<file path="config.mk">
export PLATFORM = sky130hd
export DESIGN_NAME = operating_mode_select_latch
export DESIGN_NICKNAME = d
export VERILOG_FILES = /design/src/mode_latch_pkg.sv /design/src/operating_mode_select_latch.sv
export VERILOG_INCLUDE_DIRS = /design/src
export SDC_FILE = /design/constraint.sdc
export NUM_CORES = 1
export LEC_CHECK = 0
export ABC_AREA = 1
export BUFFER_PORTS_ARGS = -buffer_cell sky130_fd_sc_hd__buf_4
export CORE_MARGIN = 4
export CORE_UTILIZATION = 38
export CTS_CLUSTER_SIZE = 28
export DETAILED_ROUTE_END_ITERATION = 8
export PLACE_DENSITY_LB_ADDON = 0.12
export SETUP_SLACK_MARGIN = 0.02
export SLEW_MARGIN = 5
export SYNTH_ARGS = -nofsm -noshare
export SYNTH_HDL_FRONTEND = slang
export SYNTH_SLANG_ARGS = --single-unit
export TNS_END_PERCENT = 5
</file>
<file path="constraint.sdc">
create_clock -name i_sys_clk -period 2.2 [get_ports i_sys_clk]
set_input_delay 0.22 -clock i_sys_clk [delete_from_list [all_inputs] [get_ports i_sys_clk]]
set_output_delay 0.22 -clock i_sys_clk [all_outputs]
set_load 0.05 [all_outputs]
</file>
<file path="src/mode_latch_cfg.svh">
// offsets, field positions, reset values and vector bases of the mode latch
`ifndef MODE_LATCH_CFG_SVH
`define MODE_LATCH_CFG_SVH

`define ML_ADDR_W 8
`define ML_DATA_W 8

`define ML_OFS_PRIO_MODE 8'h00
`define ML_OFS_PRIV_CTRL 8'h01
`define ML_OFS_STATUS 8'h02

`define ML_BIT_SPECIAL 7
`define ML_BIT_MODE_A 6
`define ML_PRIO_SEL_W 4
`define ML_PRIO_SEL_RST 4'h5

`define ML_BIT_RST_BLOCK 3
`define ML_PRIV_RST_NORMAL 8'h00
`define ML_PRIV_RST_SPECIAL 8'h08

`define ML_ST_BIT_REFUSED 7
`define ML_ST_BIT_VALID 6
`define ML_ST_BIT_PIN_A 5
`define ML_ST_BIT_PIN_B 4

`define ML_VEC_NORMAL 16'hfffe
`define ML_VEC_BOOT 16'hbf40
`define ML_VEC_TEST 16'hbffe

`endif

</file>
<file path="src/mode_latch_pkg.sv">
// types shared by the operating mode latch
package mode_latch_pkg;

  typedef enum logic [3:0] {
    MODE_SINGLE = 4'h1,
    MODE_EXPANDED = 4'h2,
    MODE_BOOT = 4'h4,
    MODE_TEST = 4'h8
  } op_mode_e;

  typedef enum logic [1:0] {
    ST_HOLD = 2'h1,
    ST_RUN = 2'h2
  } load_state_e;

endpackage

</file>
<file path="src/operating_mode_select_latch.sv">
// operating mode select latch with its privileged control and register port
//
// The implementer's own choices: the address-and-strobe port and the register offsets.
`timescale 1ns/1ps
`include "mode_latch_cfg.svh"

module operating_mode_select_latch
  import mode_latch_pkg::*;
(
  input wire logic i_sys_clk,
  input wire logic i_nrst,
  input wire logic i_mode_pin_a,
  input wire logic i_mode_pin_b,
  input wire logic [`ML_ADDR_W-1:0] i_addr,
  input wire logic [`ML_DATA_W-1:0] i_wr_data,
  input wire logic i_wr,
  input wire logic i_rd,
  output logic [`ML_DATA_W-1:0] o_rd_data,
  output logic o_mode_valid,
  output logic [3:0] o_mode,
  output logic o_special,
  output logic o_ext_bus_en,
  output logic o_full_addr_en,
  output logic o_rw_hold_read,
  output logic o_boot_vectors,
  output logic o_test_en,
  output logic [15:0] o_vector_base,
  output logic [`ML_DATA_W-1:0] o_priv_ctrl
);

  // mode from the two flags
  function automatic op_mode_e flags_to_mode(input logic special, input logic mode_a);
    op_mode_e m;
    m = MODE_SINGLE;
    unique case ({special, mode_a})
      2'b00: m = MODE_SINGLE;
      2'b01: m = MODE_EXPANDED;
      2'b10: m = MODE_BOOT;
      2'b11: m = MODE_TEST;
    endcase
    return m;
  endfunction

  // flags from the captured pin pair: special is pin b low, mode-a select is pin a
  function automatic logic [1:0] pins_to_flags(input logic pin_a, input logic pin_b);
    return {~pin_b, pin_a};
  endfunction

  // modes that run the external bus: expanded and test
  function automatic logic bus_mode(input op_mode_e m);
    return (m == MODE_EXPANDED) || (m == MODE_TEST);
  endfunction

  logic pin_a_cap_q;
  logic pin_b_cap_q;
  load_state_e state_q;
  logic special_mode_flag_q;
  logic special_mode_flag_d;
  logic mode_a_select_flag_q;
  logic mode_a_select_flag_d;
  logic [`ML_PRIO_SEL_W-1:0] prio_sel_q;
  logic [`ML_DATA_W-1:0] priv_ctrl_q;
  logic refused_q;
  logic refused_set;
  logic latched_pin_a_q;
  logic latched_pin_b_q;
  logic load_now;
  logic wr_prio;
  logic wr_priv;
  logic wr_status;
  op_mode_e cur_mode;
  logic [`ML_DATA_W-1:0] prio_rd;
  logic [`ML_DATA_W-1:0] priv_rd;
  logic [`ML_DATA_W-1:0] status_rd;
  logic [1:0] cap_flags;
  logic boot_mode;
  logic test_mode;

  assign load_now = (state_q == ST_HOLD);
  assign wr_prio = i_wr && (i_addr == `ML_OFS_PRIO_MODE);
  assign wr_priv = i_wr && (i_addr == `ML_OFS_PRIV_CTRL);
  assign wr_status = i_wr && (i_addr == `ML_OFS_STATUS);
  assign cur_mode = flags_to_mode(special_mode_flag_q, mode_a_select_flag_q);
  assign boot_mode = (cur_mode == MODE_BOOT);
  assign test_mode = (cur_mode == MODE_TEST);

  // decoded once from the capture flops, used in the single load cycle
  assign cap_flags = pins_to_flags(pin_a_cap_q, pin_b_cap_q);

  // pin capture: follows the pins only while reset is held, no reset of its own
  always_ff @(posedge i_sys_clk) begin
    if (!i_nrst) begin
      pin_a_cap_q <= i_mode_pin_a;
      pin_b_cap_q <= i_mode_pin_b;
    end
  end

  // one load cycle after release, then run until the next reset
  always_ff @(posedge i_sys_clk or negedge i_nrst) begin
    if (!i_nrst) begin
      state_q <= ST_HOLD;
    end else begin
      unique case (state_q)
        ST_HOLD: state_q <= ST_RUN;
        ST_RUN: state_q <= ST_RUN;
      endcase
    end
  end

  // pins as latched, visible in the status register
  always_ff @(posedge i_sys_clk or negedge i_nrst) begin
    if (!i_nrst) begin
      latched_pin_a_q <= 1'b0;
      latched_pin_b_q <= 1'b0;
    end else if (load_now) begin
      latched_pin_a_q <= pin_a_cap_q;
      latched_pin_b_q <= pin_b_cap_q;
    end
  end

  // next value of the special-mode flag
  always_comb begin
    special_mode_flag_d = special_mode_flag_q;
    refused_set = 1'b0;
    // a write in the load cycle loses to the pin load
    if (load_now) begin
      special_mode_flag_d = cap_flags[1];
    end else if (wr_prio) begin
      if (!i_wr_data[`ML_BIT_SPECIAL]) begin
        special_mode_flag_d = 1'b0;
      end else if (!special_mode_flag_q) begin
        refused_set = 1'b1;
      end
    end
  end

  // next value of the mode-a select flag; privileged, so special modes only
  always_comb begin
    mode_a_select_flag_d = mode_a_select_flag_q;
    if (load_now) begin
      mode_a_select_flag_d = cap_flags[0];
    end else if (wr_prio && special_mode_flag_q) begin
      // refused silently while the special flag is low
      mode_a_select_flag_d = i_wr_data[`ML_BIT_MODE_A];
    end
  end

  always_ff @(posedge i_sys_clk or negedge i_nrst) begin
    if (!i_nrst) begin
      special_mode_flag_q <= 1'b0;
      mode_a_select_flag_q <= 1'b0;
    end else begin
      special_mode_flag_q <= special_mode_flag_d;
      mode_a_select_flag_q <= mode_a_select_flag_d;
    end
  end

  // ordinary priority select field, writable in any mode
  always_ff @(posedge i_sys_clk or negedge i_nrst) begin
    if (!i_nrst) begin
      prio_sel_q <= `ML_PRIO_SEL_RST;
    end else if (wr_prio) begin
      prio_sel_q <= i_wr_data[`ML_PRIO_SEL_W-1:0];
    end
  end

  // privileged control bits; disable-reset bit comes up set in special modes
  always_ff @(posedge i_sys_clk or negedge i_nrst) begin
    if (!i_nrst) begin
      priv_ctrl_q <= `ML_PRIV_RST_NORMAL;
    end else if (load_now) begin
      if (cap_flags[1]) begin
        priv_ctrl_q <= `ML_PRIV_RST_SPECIAL;
      end else begin
        priv_ctrl_q <= `ML_PRIV_RST_NORMAL;
      end
    end else if (wr_priv && special_mode_flag_q) begin
      priv_ctrl_q <= i_wr_data;
    end else if (!special_mode_flag_q) begin
      // leaving special mode wipes them so nothing leaks into normal use
      priv_ctrl_q <= `ML_PRIV_RST_NORMAL;
    end
  end

  // refused-write flag: sticky, write one to clear, a new refusal wins
  always_ff @(posedge i_sys_clk or negedge i_nrst) begin
    if (!i_nrst) begin
      refused_q <= 1'b0;
    end else if (refused_set) begin
      refused_q <= 1'b1;
    end else if (wr_status && i_wr_data[`ML_ST_BIT_REFUSED]) begin
      refused_q <= 1'b0;
    end
  end

  // register read views
  always_comb begin
    prio_rd = '0;
    prio_rd[`ML_BIT_SPECIAL] = special_mode_flag_q;
    prio_rd[`ML_BIT_MODE_A] = mode_a_select_flag_q;
    prio_rd[`ML_PRIO_SEL_W-1:0] = prio_sel_q;
  end

  always_comb begin
    priv_rd = '0;
    if (test_mode) begin
      priv_rd = priv_ctrl_q;
    end
  end

  always_comb begin
    status_rd = '0;
    status_rd[`ML_ST_BIT_REFUSED] = refused_q;
    status_rd[`ML_ST_BIT_VALID] = (state_q == ST_RUN);
    status_rd[`ML_ST_BIT_PIN_A] = latched_pin_a_q;
    status_rd[`ML_ST_BIT_PIN_B] = latched_pin_b_q;
    status_rd[3:0] = cur_mode;
  end

  // read data stands in the cycle after the strobe only
  always_ff @(posedge i_sys_clk or negedge i_nrst) begin
    if (!i_nrst) begin
      o_rd_data <= '0;
    end else if (i_rd) begin
      unique case (i_addr)
        `ML_OFS_PRIO_MODE: o_rd_data <= prio_rd;
        `ML_OFS_PRIV_CTRL: o_rd_data <= priv_rd;
        `ML_OFS_STATUS: o_rd_data <= status_rd;
        // unmapped offsets read as zero
        default: o_rd_data <= '0;
      endcase
    end else begin
      o_rd_data <= '0;
    end
  end

  // mode outputs follow the flags one cycle later
  always_ff @(posedge i_sys_clk or negedge i_nrst) begin
    if (!i_nrst) begin
      o_mode_valid <= 1'b0;
      o_mode <= MODE_SINGLE;
      o_special <= 1'b0;
    end else begin
      o_mode_valid <= (state_q == ST_RUN);
      o_mode <= cur_mode;
      o_special <= special_mode_flag_q;
    end
  end

  // external bus only in the expanded kinds of mode
  always_ff @(posedge i_sys_clk or negedge i_nrst) begin
    if (!i_nrst) begin
      o_ext_bus_en <= 1'b0;
      o_full_addr_en <= 1'b0;
      o_rw_hold_read <= 1'b1;
    end else begin
      o_ext_bus_en <= bus_mode(cur_mode);
      o_full_addr_en <= bus_mode(cur_mode);
      o_rw_hold_read <= !bus_mode(cur_mode);
    end
  end

  // vector source and test function enable
  always_ff @(posedge i_sys_clk or negedge i_nrst) begin
    if (!i_nrst) begin
      o_boot_vectors <= 1'b0;
      o_test_en <= 1'b0;
      o_vector_base <= `ML_VEC_NORMAL;
    end else begin
      o_boot_vectors <= boot_mode;
      o_test_en <= test_mode;
      // test mode takes its vectors over the external bus
      unique case (cur_mode)
        MODE_BOOT: o_vector_base <= `ML_VEC_BOOT;
        MODE_TEST: o_vector_base <= `ML_VEC_TEST;
        default: o_vector_base <= `ML_VEC_NORMAL;
      endcase
    end
  end

  // privileged bits drive their functions only in the special modes, boot and test
  // normal modes always see zero here
  always_ff @(posedge i_sys_clk or negedge i_nrst) begin
    if (!i_nrst) begin
      o_priv_ctrl <= '0;
    end else if (special_mode_flag_q) begin
      o_priv_ctrl <= priv_ctrl_q;
    end else begin
      o_priv_ctrl <= '0;
    end
  end

endmodule

</file>
==> flow_summary.yaml <==
global_routing:
  grt_first_pass_wirelength_mm: 7.67
  gr-total-overflow: 0
  first_global_vias: 1616
  grt.total_usage: 0.137
  antenna_found_initial: 0
  grt_max_degree: 47
synth:
  synthDistinctLibCells: 25
  avgSynthCellArea_sq_um: 8.79
  synthesis.area_sq_um: 2150
  ys_ff_latch: 48
  netlist_instances: 245
  synth_warnings: 0
  async_flop_share: 0.958
  synth_area_leaders: "dfrtp_1, nand2_1, dfstp_2"
  yosysMostFrequentCell: "nand2_1"
  synth_top_area_cell: "dfrtp_1"
  yosysSeqAreaShare: 0.567
  synthTopCellsByCount: "nand2_1, nor2_1, dfrtp_1"
  synth_ff_type: "dfrtp_1"
  synth_edf_count: 2
  synth_top_area_share: 0.453
worst_setup_path:
  cp_max_fo: 12
  critPathArrivalTime_ns: 1.61
  crit_type: "reg -> reg"
  end_kind: "flip-flop"
  cp.required_ns: 2.42
  cp-start-kind: "flip-flop"
floorplanning:
  rows: 27
  core_area_sq_um: 5510
  die_area_sq_um: 6930
  fp.dieW_um: 83.3
  start_util: 0.391
  io_pins: 65
  die_h_um: 83.3
sta:
  slew-limit-headroom: 0.631
  tns_ns: 0
  rsz0062_at_grt: "no"
  hold_viol_final: 0
  period_share: 0.630
  fin_skew_ns: 0.0103
  max_freq_mhz: 721
  finalSetupViolCount: 0
  worst_slew_pin_slew_ns: 0.553
  min_period_ns: 1.39
  drv_slew: 0
clock_network:
  numCtsBuffers: 5
  htreeDepth: 2
  clk_latency_ns: 0.30
  cts_tree: "built"
  clock_sinks: 48
  cts_resized: 0
  ctsHoldBuffers: 0
  post_cts_buffers: 0
  cts.path.max_buffers: 2
  cts_root_buf: "clkbuf_8"
  clk_pin_slew_ns: 0.09
place:
  post-dp-hpwl_mm: 3.43
  gp_congestion: 0.834
  place.port_buffers: 55
  placedInstanceArea_sq_um: 2540
outcome:
  status: "completed"
layout:
  syn2layout_area_growth_pct: 23.5
  fin_area_sq_um: 2660
  nets: 316
  drive_above_1_share: 0.298
  diodes: 0
routing:
  drc: 0
  ant_nets: 0
  wl_per_cell_um: 12.1
  viasPerCell: 4.46
  routed_wl_mm: 4.43
  vias: 1636
  firstDrtPassIters: 4
  drt-initial-drc-count: 112
flow_run:
  cap_violations: 0
hold_path:
  hold_class: "in -> async"
power:
  fin_total_pwr_mw: 2.06
  peakVddDrop_mv: 0.405
  p_leak_nw: 1.45
  power.density_nw_per_um2: 774
## where the power goes
| part | leakage (nW) | internal (mW) | switching [mW] |
|---|---|---|---|
| Clock | 0.0614 | 0.372 | 0.291 |
| Combinational | 0.770 | 0.110 | 0.306 |
| Sequential | 0.618 | 0.946 | 0.0350 |
## cell usage in the layout (no fill, tap or decap)
master,n
a21boi_0,1
buf_4,57
bufinv_16,1
clkbuf_8,6
clkinv_4,2
conb_1,11
dfrtp_1,39
dfstp_2,7
edfxtp_1,2
inv_1,31
inv_2,3
nand2_1,50
nand2_2,4
nand2_4,1
nand3_1,21
nand3_2,1
nor2_1,40
nor2_2,1
nor2_4,4
nor3_1,1
o2111ai_2,1
o21ai_0,9
o21ai_1,2
## state kept, by name (all words and copies together) (netlist names), 2 cells and up
register,cells
priv_ctrl_q,8
o_rd_data,8
o_vector_base,2
state_q,2
o_mode,4
prio_sel_q,4
o_priv_ctrl,8
## cell families (layout without fill, tap and decap cells)
| group | Yosys count | count (layout) | synth area share |
|---|---|---|---|
| and+or+nand+nor | 123 | 123 | 0.253 |
| buffers and inverters | 59 | 100 | 0.141 |
| other | 2 | 11 | 0.00349 |
| DFF | 48 | 48 | 0.567 |
| AOI/OAI and AO/OA | 13 | 13 | 0.0360 |
## path summary, 6_finish.rpt
kind / cells after the start / startpoint / endpoint / slack (ns)
max in group asynchronous: 2 / i_nrst / o_rw_hold_read$_DFF_PN1_ / 1.79
min: 2 / i_nrst / o_priv_ctrl[1]$_DFF_PN0_ / 0.03
max: 6 / special_mode_flag_q$_DFFE_PN0P_ / o_rd_data[7]$_DFF_PN0_ / 0.81
min reg2reg: 2 / prio_sel_q[2]$_DFFE_PN1N_ / prio_sel_q[2]$_DFFE_PN1N_ / 0.47
min in group i_sys_clk: 1 / i_mode_pin_a / pin_a_cap_q$_DFFE_PN_ / 0.09
max reg2reg: 6 / special_mode_flag_q$_DFFE_PN0P_ / o_rd_data[7]$_DFF_PN0_ / 0.81
## per-layer routing
metal  track usage  part of all wire  vias up
met5             0                 0        -
met4        0.0446             0.014        0
met3        0.0456             0.074        7
met2         0.230              0.51       57
met1         0.166              0.40      765
li1              -                 -      807
## metrics by stage
stage,cells,utilization,setup slack [ns],hold WS (ns)
after floorplan,254,-,1.02,-0.0756
after global placement,359,0.461,0.719,0.385
after detailed placement,359,0.461,0.716,0.379
after CTS,367,0.483,0.841,0.0484
after global routing,367,0.483,0.653,0.0725
final,367,0.483,0.813,0.0303
## layout make-up
| type | instances | area [sq um] |
|---|---|---|
| timing repair buffer | 57 | 428 |
| clock inverter | 2 | 38.8 |
| multi-input combinational | 147 | 664 |
| inverter | 35 | 136 |
| fill | 596 | 2850 |
| tap | 72 | 90.1 |
| clock buffer | 6 | 82.6 |
| sequential | 48 | 1220 |
## critical path, cell delays in order (launching register included)
cell,delay [ns]
dfrtp_1,0.57
nand2_1,0.21
inv_2,0.15
nand3_1,0.13
nor2_1,0.11
nor2_1,0.05
nor2_1,0.09
No activity file was read; power rests on OpenSTA's default activity.
